==> src/pkg/area_select_pkg.sv <==
/*
  Constants for the chip-area select decoder: register map, reset values,
  bank geometry and field positions.
  Assumes a 12-bit APB byte address space with 32-bit data.
*/
package area_select_pkg;
  localparam int unsigned num_signals = 8;
  localparam int unsigned addr_w = 28;
  localparam int unsigned paddr_w = 12;
  // printed offsets are register indices; byte address is four times the index
  localparam logic [31:0] ctrl_0_index = 32'hFFFFF060;
  localparam logic [31:0] ctrl_1_index = 32'hFFFFF062;
  localparam logic [11:0] ctrl_0_addr = {ctrl_0_index[9:0], 2'b00};
  localparam logic [11:0] ctrl_1_addr = {ctrl_1_index[9:0], 2'b00};
  localparam logic [11:0] mode_addr = 12'h190;
  localparam logic [11:0] attr_addr = 12'h194;
  localparam logic [11:0] status_addr = 12'h198;
  localparam logic [15:0] ctrl_0_reset = 16'h2C11;
  localparam logic [15:0] ctrl_1_reset = 16'h2C11;
  localparam logic [31:0] attr_reset = 32'h0000_0000;
  localparam logic mode_reset = 1'b0;
  // attribute nibble per area: [1:0] width, [2] big endian, [3] cacheable
  localparam int unsigned attr_bits = 4;
  localparam int unsigned width_lsb = 0;
  localparam int unsigned endian_bit = 2;
  localparam int unsigned cache_bit = 3;
  // 64 MB mode: each 32 MB half holds banks of 2,2,2,2,4,4,8,8 MB
  localparam int unsigned half_msb = 25;
  localparam int unsigned area_lsb = 26;
  localparam int unsigned mb2_lsb = 21;
  localparam int unsigned mb4_lsb = 22;
  localparam int unsigned mb8_lsb = 23;
  localparam int unsigned quarter_lsb = 24;
  localparam logic [3:0] strb_all = 4'hF;
endpackage

==> src/verilog/area_claim_resolver.sv <==
/*
  Combinational bank decode and overlap resolution for the eight select
  signals. Assumes the caller registers the result.
*/
`timescale 1ns/1ps
`default_nettype none
module area_claim_resolver
  import area_select_pkg::*;
(
  input wire logic [addr_w-1:0] addr,
  input wire logic mode_256,
  input wire logic [15:0] ctrl_0,
  input wire logic [15:0] ctrl_1,
  output logic [num_signals-1:0] select
);
  logic [2:0] bank;
  logic [1:0] area;
  logic [1:0] slice;
  logic [num_signals-1:0] claim;
  logic [3:0] en;

  // one nibble of enables against the bank, 64 MB layout
  function automatic logic nib_64(input logic [3:0] en, input logic [1:0] kind,
                                  input logic [2:0] b);
    logic hit;
    hit = 1'b0;
    case (kind)
      2'd0: hit = b[2] ? 1'b0 : en[b[1:0]];
      2'd1: hit = b[2] ? ((b[1:0] == 2'd0) ? en[2] : (b[1:0] == 2'd1) ? en[3] : 1'b0)
                       : en[{1'b0, b[1]}];
      2'd2: hit = b[2] ? 1'b0 : en[b[1:0]];
      default: hit = b[2] ? ((b[1:0] < 2'd2) ? en[1] : en[{1'b1, b[0]}]) : en[0];
    endcase
    return hit;
  endfunction

  // priority within a group of four claims, order given as indices
  function automatic logic [3:0] pick(input logic [3:0] c, input logic [1:0] p0,
                                      input logic [1:0] p1, input logic [1:0] p2,
                                      input logic [1:0] p3);
    logic [3:0] w;
    w = 4'h0;
    if (c[p0]) w[p0] = 1'b1;
    else if (c[p1]) w[p1] = 1'b1;
    else if (c[p2]) w[p2] = 1'b1;
    else if (c[p3]) w[p3] = 1'b1;
    return w;
  endfunction

  always_comb begin
    en = 4'h0;
    area = addr[area_lsb+1:area_lsb];
    slice = addr[quarter_lsb:mb8_lsb];
    // bank within a 32 MB half
    if (addr[quarter_lsb]) bank = {2'b11, addr[mb8_lsb]};
    else if (addr[mb8_lsb]) bank = {2'b10, addr[mb4_lsb]};
    else bank = {1'b0, addr[mb4_lsb:mb2_lsb]};
    claim = '0;
    for (int s = 0; s < num_signals; s++) begin
      // modulo keeps the unused branch's part-select inside the register
      en = (s < 4) ? ctrl_0[4*(s%4) +: 4] : ctrl_1[4*((7-s)%4) +: 4];
      if (mode_256) begin
        // area n/2, one enable per 8 MB slice, repeating in each 32 MB half
        claim[s] = (area == 2'(s / 2)) && en[slice];
      end else begin
        // lower group covers the low half, upper group the high half
        claim[s] = (addr[half_msb] == (s >= 4)) && (area == 2'd0)
                   && nib_64(en, 2'(s % 4), bank);
      end
    end
    // overlap resolution per group
    select[3:0] = pick(claim[3:0], 2'd0, 2'd2, 2'd1, 2'd3);
    select[7:4] = pick(claim[7:4], 2'd3, 2'd1, 2'd2, 2'd0);
  end
endmodule
`default_nettype wire

==> src/verilog/area_select_decoder.sv <==
/*
  Chip-area select decoder with APB register file. Latches the select
  signals and per-area attributes at the start of each bus access.
  Assumes an APB4 master and an access source giving start/done pulses.
*/
`timescale 1ns/1ps
`default_nettype none
module area_select_decoder
  import area_select_pkg::*;
(
  input wire logic clk,
  input wire logic rst_b,
  input wire logic psel,
  input wire logic penable,
  input wire logic pwrite,
  input wire logic [paddr_w-1:0] paddr,
  input wire logic [31:0] pwdata,
  input wire logic [3:0] pstrb,
  output logic [31:0] prdata,
  output logic pready,
  output logic pslverr,
  input wire logic acc_start,
  input wire logic acc_done,
  input wire logic [addr_w-1:0] acc_addr,
  output logic [num_signals-1:0] area_select_signal_n,
  output logic [1:0] bus_width,
  output logic big_endian,
  output logic cacheable
);
  logic [15:0] ctrl_0_r, ctrl_0_nxt, ctrl_1_r, ctrl_1_nxt;
  logic [31:0] attr_r, attr_nxt;
  logic mode_r, mode_nxt;
  logic [31:0] prdata_r, prdata_nxt;
  logic pready_r, pready_nxt, pslverr_r, pslverr_nxt;
  logic [num_signals-1:0] sel_r, sel_nxt;
  logic [1:0] width_r, width_nxt;
  logic endian_r, endian_nxt, cache_r, cache_nxt, busy_r, busy_nxt;
  logic [num_signals-1:0] resolved;
  logic access_phase, mapped, word_ok, wr_fire;
  logic [attr_bits-1:0] at;

  function automatic logic [attr_bits-1:0] attr_of(input logic [31:0] a,
                                                   input logic [num_signals-1:0] s);
    logic [attr_bits-1:0] r;
    r = '0;
    for (int i = 0; i < num_signals; i++) begin
      if (s[i]) r = r | a[attr_bits*i +: attr_bits];
    end
    return r;
  endfunction

  area_claim_resolver u_resolver (
    .addr(acc_addr),
    .mode_256(mode_r),
    .ctrl_0(ctrl_0_r),
    .ctrl_1(ctrl_1_r),
    .select(resolved)
  );

  // register bus: one wait state, answer on the second access cycle
  always_comb begin
    access_phase = psel && penable && !pready_r;
    mapped = (paddr == ctrl_0_addr) || (paddr == ctrl_1_addr) || (paddr == mode_addr)
             || (paddr == attr_addr) || (paddr == status_addr);
    // control registers take writes with both low byte strobes set; mode and attr need all four
    word_ok = !pwrite || (paddr == status_addr) ? 1'b1
              : ((paddr == ctrl_0_addr) || (paddr == ctrl_1_addr)) ? (pstrb[1:0] == 2'b11)
              : (pstrb == strb_all);
    wr_fire = access_phase && pwrite && mapped && word_ok && (paddr != status_addr);
    pready_nxt = access_phase;
    pslverr_nxt = access_phase && (!mapped || !word_ok || (pwrite && paddr == status_addr));
    prdata_nxt = prdata_r;
    if (access_phase && !pwrite) begin
      case (paddr)
        ctrl_0_addr: prdata_nxt = {16'h0000, ctrl_0_r};
        ctrl_1_addr: prdata_nxt = {16'h0000, ctrl_1_r};
        mode_addr: prdata_nxt = {31'h0000_0000, mode_r};
        attr_addr: prdata_nxt = attr_r;
        status_addr: prdata_nxt = {23'h00_0000, busy_r, sel_r};
        default: prdata_nxt = 32'h0000_0000;
      endcase
    end
    ctrl_0_nxt = ctrl_0_r;
    ctrl_1_nxt = ctrl_1_r;
    mode_nxt = mode_r;
    attr_nxt = attr_r;
    if (wr_fire) begin
      case (paddr)
        ctrl_0_addr: ctrl_0_nxt = pwdata[15:0];
        ctrl_1_addr: ctrl_1_nxt = pwdata[15:0];
        mode_addr: mode_nxt = pwdata[0];
        attr_addr: attr_nxt = pwdata;
        default: attr_nxt = attr_r;
      endcase
    end
  end

  // select and attributes are latched at access start; select clears at access done, attributes hold
  always_comb begin
    at = attr_of(attr_r, resolved);
    sel_nxt = sel_r;
    width_nxt = width_r;
    endian_nxt = endian_r;
    cache_nxt = cache_r;
    busy_nxt = busy_r;
    if (acc_start) begin
      sel_nxt = resolved;
      width_nxt = at[width_lsb +: 2];
      endian_nxt = at[endian_bit];
      cache_nxt = at[cache_bit];
      busy_nxt = 1'b1;
    end else if (acc_done) begin
      sel_nxt = '0;
      busy_nxt = 1'b0;
    end
  end

  always_ff @(posedge clk) begin
    if (!rst_b) begin
      ctrl_0_r <= ctrl_0_reset;
      ctrl_1_r <= ctrl_1_reset;
      attr_r <= attr_reset;
      mode_r <= mode_reset;
      prdata_r <= 32'h0000_0000;
      pready_r <= 1'b0;
      pslverr_r <= 1'b0;
      sel_r <= '0;
      width_r <= 2'h0;
      endian_r <= 1'b0;
      cache_r <= 1'b0;
      busy_r <= 1'b0;
    end else begin
      ctrl_0_r <= ctrl_0_nxt;
      ctrl_1_r <= ctrl_1_nxt;
      attr_r <= attr_nxt;
      mode_r <= mode_nxt;
      prdata_r <= prdata_nxt;
      pready_r <= pready_nxt;
      pslverr_r <= pslverr_nxt;
      sel_r <= sel_nxt;
      width_r <= width_nxt;
      endian_r <= endian_nxt;
      cache_r <= cache_nxt;
      busy_r <= busy_nxt;
    end
  end

  assign prdata = prdata_r;
  assign pready = pready_r;
  assign pslverr = pslverr_r;
  assign area_select_signal_n = sel_r;
  assign bus_width = width_r;
  assign big_endian = endian_r;
  assign cacheable = cache_r;
endmodule
`default_nettype wire

==> config.mk <==
export PLATFORM = sky130hd
export DESIGN_NAME = area_select_decoder
export DESIGN_NICKNAME = d
export VERILOG_FILES = /design/src/pkg/area_select_pkg.sv /design/src/verilog/area_claim_resolver.sv /design/src/verilog/area_select_decoder.sv
export SDC_FILE = /design/constraint.sdc
export NUM_CORES = 1
export LEC_CHECK = 0
export BUFFER_PORTS_ARGS = -buffer_cell sky130_fd_sc_hd__buf_2
export CAP_MARGIN = 0
export CORE_UTILIZATION = 30
export CTS_CLUSTER_SIZE = 25
export DETAILED_ROUTE_END_ITERATION = 16
export PLACE_DENSITY = 0.62
export SLEW_MARGIN = 20
export SYNTH_ARGS = -nofsm -noshare
export SYNTH_HDL_FRONTEND = slang
export SYNTH_SLANG_ARGS = --single-unit
==> constraint.sdc <==
create_clock -name clk -period 2 [get_ports clk]
set_clock_uncertainty 0.15 [all_clocks]
set_input_delay 0.2 -clock clk [delete_from_list [all_inputs] [get_ports clk]]
set_output_delay 0.2 -clock clk [all_outputs]
set_load 0.05 [all_outputs]
== After elaboration in Yosys (flattened, before gate mapping) ==
Cells that the tools add are included.

* Bits in registers: 112
* Word-level logic and storage cells: 177

* Muxes and demuxes: 95
* Reductions and logical operators: 45
* Bitwise gates (word level): 8
* Equal/unequal tests: 12
* Magnitude comparators: 5

{| class="wikitable"
|+ Operators by type and width
! kind !! count
|-
| $pmux W32 S5 || 1
|-
| $mux W1 || 68
|-
| $eq A12 B9 Y1 const B || 5
|-
| $mux W4 || 8
|-
| $or A4 B4 Y4 || 7
|-
| $logic_and A1 B1 Y1 || 27
|-
| $bmux W1 S2 || 12
|-
| $mux W8 || 2
|-
| $mux W3 || 4
|-
| $ne A12 B9 Y1 const B || 1
|-
| $lt A2 B3 Y1 const B || 3
|-
| $reduce_and A2 Y1 || 4
|-
| $logic_or A1 B1 Y1 || 7
|-
| $eq A2 B2 Y1 const B || 3
|-
| $eq A2 B1 Y1 const B || 2
|-
| $eq A4 B4 Y1 const B || 1
|-
| $logic_not A1 Y1 || 4
|-
| $logic_not A2 Y1 || 2
|-
| $lt A1 B3 Y1 const B || 1
|-
| $lt A2 B2 Y1 const B || 1
|-
| $reduce_bool A2 Y1 || 1
|-
| $not A1 Y1 || 1
|}

== Logic depth before layout (Yosys ltp) ==
* Word-level depth: 26
* Mapped depth: 8
* Gate-level depth less buffers: 6

== Cells and area by module ==
Synthesis repeated with hierarchy kept, for this count alone.

* Cells, all modules: 653
* Area total of the unflattened synthesis: 5,531.6 µm²

{| class="wikitable"
|+ By module, submodules not included
! module !! sequential area each (µm²) !! cells each !! times used !! area an instance (µm²)
|-
| area_select_decoder || 2,242.2 || 556 || 1 || 4,779.6
|-
| area_claim_resolver || 0.0 || 97 || 1 || 752.0
|}

== Least setup slack after synthesis ==
OpenSTA, ideal clock, no wires.

* Path type: register to register
* From: register mode_r
* To: register endian_r (netlist: big_endian)
* Stages on the path, launching flop included: 7
* Data arrival time: 1,766 ps
* Path slack: -54 ps
* Setup time: 138 ps
* Clock period less this slack: 2,054 ps
* Cell sequence: dfxtp_1 -> clkbuf_1 -> a31oi_1 -> nor4_4 -> nor4_4 -> a221oi_1 -> o221ai_1

* Longest elaborated chain between the ends: 17

{| class="wikitable"
|+ RTL lines
! item !! line !! RTL
|-
| from (decl) || area_select_decoder.sv:32 || <nowiki>logic mode_r, mode_nxt;</nowiki>
|-
| from (signal assigned) || area_select_decoder.sv:123 || <nowiki>mode_r <= mode_reset;</nowiki>
|-
| from (signal assigned) || area_select_decoder.sv:136 || <nowiki>mode_r <= mode_nxt;</nowiki>
|-
| $mux W1 || area_claim_resolver.sv:62 || <nowiki>if (mode_256) begin</nowiki>
|-
| $mux W1 (on tied branches) || area_claim_resolver.sv:43, area_claim_resolver.sv:45 ||
|-
| $mux W4 / $mux W1 (equally long branches) || area_select_decoder.sv:47, area_claim_resolver.sv:44 ||
|-
| $or A4 B4 Y4 / $mux W3 (equally long branches) || area_select_decoder.sv:47, area_claim_resolver.sv:43 ||
|-
| $mux W4 || area_select_decoder.sv:47 || <nowiki>if (s[i]) r = r | a[attr_bits*i +: attr_bits];</nowiki>
|-
| $or A4 B4 Y4 || area_select_decoder.sv:47 ||
|-
| $mux W4 || area_select_decoder.sv:47 ||
|-
| $or A4 B4 Y4 || area_select_decoder.sv:47 ||
|-
| $mux W4 || area_select_decoder.sv:47 ||
|-
| $or A4 B4 Y4 || area_select_decoder.sv:47 ||
|-
| $mux W4 || area_select_decoder.sv:47 ||
|-
| $or A4 B4 Y4 || area_select_decoder.sv:47 ||
|-
| $mux W4 || area_select_decoder.sv:47 ||
|-
| $or A4 B4 Y4 || area_select_decoder.sv:47 ||
|-
| $mux W4 || area_select_decoder.sv:47 ||
|-
| $or A4 B4 Y4 || area_select_decoder.sv:47 ||
|-
| $mux W4 (*) || area_select_decoder.sv:47 ||
|-
| to (signal assigned) || area_select_decoder.sv:142 || <nowiki>endian_r <= endian_nxt;</nowiki>
|-
| to (decl) || area_select_decoder.sv:37 || <nowiki>logic endian_r, endian_nxt, cache_r, cache_nxt, busy_r, busy_nxt;</nowiki>
|}

Mark *: on every way between the ends. The rest lies on a longest branch, timed or not.
A chain may end at the register's enable or synchronous reset.

== Final worst setup path ==
* From: register ctrl_1_r[11]
* To: register cache_r (netlist: cacheable)

* Longest elaborated chain between the ends: 15

{| class="wikitable"
|+ RTL lines
! item !! line !! RTL
|-
| from (decl) || area_select_decoder.sv:30 || <nowiki>logic [15:0] ctrl_0_r, ctrl_0_nxt, ctrl_1_r, ctrl_1_nxt;</nowiki>
|-
| from (signal assigned) || area_select_decoder.sv:121 || <nowiki>ctrl_1_r <= ctrl_1_reset;</nowiki>
|-
| from (signal assigned) || area_select_decoder.sv:134 || <nowiki>ctrl_1_r <= ctrl_1_nxt;</nowiki>
|-
| $mux W1 (3 in a row) || area_claim_resolver.sv:29 || <nowiki>2'd1: hit = b[2] ? ((b[1:0] == 2'd0) ? en[2] : (b[1:0] == 2'd1) ? en[3] : 1'b0)</nowiki>
|-
| $mux W1 || area_claim_resolver.sv:62 ||
|-
| $logic_and A1 B1 Y1 || area_claim_resolver.sv:68 || <nowiki>&& nib_64(en, 2'(s % 4), bank);</nowiki>
|-
| $mux W1 (*) || area_claim_resolver.sv:62 ||
|-
| $mux W1 || area_claim_resolver.sv:44 || <nowiki>else if (c[p1]) w[p1] = 1'b1;</nowiki>
|-
| $mux W3 (*) || area_claim_resolver.sv:43 || <nowiki>if (c[p0]) w[p0] = 1'b1;</nowiki>
|-
| $mux W4 || area_select_decoder.sv:47 ||
|-
| $or A4 B4 Y4 || area_select_decoder.sv:47 ||
|-
| $mux W4 || area_select_decoder.sv:47 ||
|-
| $or A4 B4 Y4 || area_select_decoder.sv:47 ||
|-
| $mux W4 (*) || area_select_decoder.sv:47 ||
|-
| $or A4 B4 Y4 || area_select_decoder.sv:47 ||
|-
| $mux W4 (*) || area_select_decoder.sv:47 ||
|-
| to (signal assigned) || area_select_decoder.sv:143 || <nowiki>cache_r <= cache_nxt;</nowiki>
|-
| to (decl) || area_select_decoder.sv:37 ||
|}

Mark *: on every way between the ends. The rest lies on a longest branch, timed or not. The select of a mux whose other input is x is not followed.

==> impl_metrics.csv <==
group,metric,value,unit
die,rows,49,
global_routing,grt_max_degree,76,
clocking,tritoncts,"built",
synth,synth.lib_cells_used.distinct,59,
synth,yosysTopAreaCellShare,0.4087,
place,numPlacedInstances,974,
die,io_pins,129,
die,fp.dieArea,18830,sq um
route,average_wire_per_standard_cell,17.38,um
synth,synth.ff_latch_count,112,
route,detailedRoute.firstIterationViolations,293,
sta,final_max_slew_viol_count,0,
critical_path,setup.worst_path.class,"reg2reg",
synth,synth_top_area_cell,"dfxtp_1",
power_and_ir_drop,peakVddDrop,0.4143,mV
clocking,clk_path_buf_depth,2,
route,firstDrtPassIters,10,
clocking,clock_insertion_delay_worst_skew,0.37,ns
place,place_hpwl,13.45,mm
synth,postSynthNetCount,673,
global_routing,gr-usage-all-layers,0.1943,
critical_path,cp_cell_sequence,"mux4_2, a32o_2, nor4_4, a221oi_1, o221ai_1",
power_and_ir_drop,power_switching,1.193,mW
route,num_vias,5173,
power_and_ir_drop,power_frac_comb,0.113,
critical_path,rrSetupSlack,-0.15,ns
synth,synth.yosys.seq_area_share,0.4087,
clocking,clock-sinks,112,
critical_path,cp_slowest_cell,"mux4_2",
global_routing,wire_length_of_the_first_global_routing_pass,27.59,mm
route,antenna_left,0,
place,preCtsSetupSlack,-0.3341,ns
synth,synth_enable_flop_cells,0,
critical_path,cp.required,2.13,ns
flow_run,max_cap_violations,0,
critical_path,critPathLaunchType,"flip-flop",
place,routability_congestion_estimate_from_global_placement,0.8774,
global_routing,vias_in_the_first_global_route,4930,
clocking,path_clk_slew,0.08,ns
power_and_ir_drop,netSwitchingFraction,0.2562,
sta,finalSetupViolCount,6,
synth,postSynthCellCount,590,
cells_and_area,diodes,0,
worst_hold_path,type_of_the_worst_min_delay_path,"in2reg",
critical_path,worst-endpoint-arrival,2.28,ns
power_and_ir_drop,internal-power,3.463,mW
critical_path,max_stage_delay,0.50,ns
synth,synthTopCellsByArea,"dfxtp_1 41%, mux2i_1 14%, nor2_1 5.3%, a221oi_1 4.0%, nand2_1 3.6%",
critical_path,crit-reg2reg-launch,"ctrl_1_r[11]",
power_and_ir_drop,total_power_divided_by_cell_area,614.7,nW/um^2
critical_path,crit_end,"cacheable",
die,fp.dieH,137.2,um
sta,time_the_worst_path_needs_with_i_o_delays_and_setup,2.149,ns
run_status,run_status,"finished with violations",
cells_and_area,area_delta_synth_final,38.06,%
cells_and_area,final-instance-count-excl-fill,1023,
die,initial_utilization,0.3054,
synth,post_synth.cell_area_avg,9.299,sq um
sta,clock.fmax,465.4,MHz
global_routing,antenna_found_initial,1,
route,detail_route.vias_per_cell,5.057,
critical_path,critical_path.endpoint_type,"flip-flop",
global_routing,grt.overflow.total,0,
synth,asyncSetResetFlopFracSynth,0,
place,numPortBuffers,107,
sta,grt_setup_unrepaired,"yes",
die,coreArea,17960,sq um
route,drc,2,
synth,syn_area,5487,sq um
synth,dominantRegCellSynth,"dfxtp_1",
synth,top_count_cell_post_synth,"dfxtp_1",
sta,tightestPinTransition,0.6226,ns
cells_and_area,num-nets-final,872,
clocking,tritoncts.num_buffers,9,
critical_path,worstReg2RegEnd,"cacheable",
power_and_ir_drop,clock_power_share,0.404,
power_and_ir_drop,p_leak,3.227,nW
run_status,failed_checks,"design-rule violations, negative setup slack",
cells_and_area,layout-drive-gt1-share,0.3338,
synth,synth_warnings,0,
sta,post-route-period-util,1.074,
synth,ys_top_cells_by_count,"112 x dfxtp_1, 77 x mux2i_1, 77 x nor2_1",
sta,slew_headroom,0.5849,
power_and_ir_drop,power.share.sequential,0.483,
critical_path,reg2regPathDepth,5,
critical_path,cp_max_fo,5,
route,postRouteWirelength,17.78,mm
sta,report.final.hold_viol_count,0,
die,die-width,137.2,um
clocking,cts_max_level,3,
critical_path,crit_startpoint,"ctrl_1_r[11]",
sta,setup_slack,-0.1489,ns
clocking,cts.root.buffer_cell,"clkbuf_16",
-- per-layer routing --
metal / wire length, um / part of all wire / GRT usage
met1: 8150 / 0.46 / 0.2693
met2: 8272 / 0.47 / 0.3084
met3: 1075 / 0.060 / 0.03127
met4: 270 / 0.015 / 0.05922
met5: 9 / 0.00051 / 0
-- flip-flops by register name (all words and copies together), names as in the netlist --
| signal | count |
|---|---|
| ctrl_0_r | 16 |
| attr_r | 32 |
| big_endian | 1 |
| pslverr | 1 |
| bus_width | 2 |
| ctrl_1_r | 16 |
| mode_r | 1 |
| cacheable | 1 |
| busy_r | 1 |
| prdata | 32 |
| pready | 1 |
| area_select_signal_n | 8 |
-- how the worst min path moves through the flow --
stage	slack (ns)	endpoint	from	depth (start not counted)
finish	0.01	area_select_signal_n[1]	acc_done	4
CTS	0.007	area_select_signal_n[1]	acc_done	4
global route	0.04	ctrl_0_r[0]	pwdata[0]	3
detailed placement	0.29	prdata[7]	prdata[7]	2
floorplan	0.18	ctrl_0_r[0]	pwdata[0]	2
global placement	0.28	prdata[7]	prdata[7]	2
-- placed cells by master, fill, tap and decap left out, types with 5 or more instances in the layout --
cell,Yosys,final
dlygate4sd3_1,0,33
dfxtp_1,112,106
dfxtp_2,0,5
a221oi_1,25,19
a221oi_2,0,6
nor4_4,4,5
nor2_1,77,75
buf_4,5,81
mux2_2,6,6
o21ai_0,21,21
o211ai_1,6,6
buf_2,4,107
mux4_2,8,8
nor2b_1,16,16
clkbuf_16,0,9
nor3_1,14,13
mux2i_1,77,77
nand2_1,53,52
a21oi_1,27,26
inv_1,9,8
nand3_1,24,24
and3_1,7,5
-- what timing repair did --
item / 4_1_cts / 5_1_grt
hold buffers: 33 / 0
resized for setup: 9 / 21
setup endpoints to repair: 6 / 11
buffers inserted: 0 / 0
endpoints found under the hold margin: 56 / 0
pin swaps: 4 / 4
-- power by group through the flow --
stage | Combinational, mW | Sequential (mW) | Clock [mW]
2_1_floorplan | 0.198 | 2.35 | 0
4_1_cts | 0.514 | 2.25 | 1.91
3_3_place_gp | 0.463 | 2.31 | 0
6_report | 0.526 | 2.25 | 1.88
5_1_grt | 0.569 | 2.25 | 1.99
3_5_place_dp | 0.461 | 2.30 | 0
-- worst max-delay path, delay by kind of cell, from the launching register on --
family,cells,cell delay [ns]
mux,1,0.50
compound gates,3,0.63
flops,1,0.34
simple gates,1,0.45
-- layout make-up --
cell class | count | area, sq um
Fill cell | 1777 | 10390
Multi-Input combinational cell | 430 | 3141
Inverter | 10 | 37.54
Clock buffer | 10 | 229.0
Timing Repair Buffer | 226 | 1556
Clock inverter | 6 | 72.57
Sequential cell | 112 | 2252
Tap cell | 229 | 286.5
-- kinds of logic (layout without fill, tap and decap cells) --
logic type	count (synthesis)	count (layout)	share of synthesized area
simple gates	221	221	0.2059
flops	112	112	0.4087
mux	92	92	0.1904
compound gates	117	117	0.1510
buf+inv	48	252	0.04401
-- stage by stage --
stage            util  power [mW]  TNS [ns]  hold WS (ns)  area (sq um)
2_1_floorplan       -       2.552  -0.05922        0.1784          5489
3_3_place_gp   0.3789       2.768    -2.387        0.2801          6807
3_5_place_dp   0.3789       2.766    -2.483        0.2882          6807
4_1_cts        0.4158       4.677   -0.4587      0.007069          7470
5_1_grt        0.4217       4.817    -1.249       0.03690          7575
6_report       0.4217       4.656   -0.6089       0.01443          7575
Note: power is estimated with default switching activity, not from simulation.
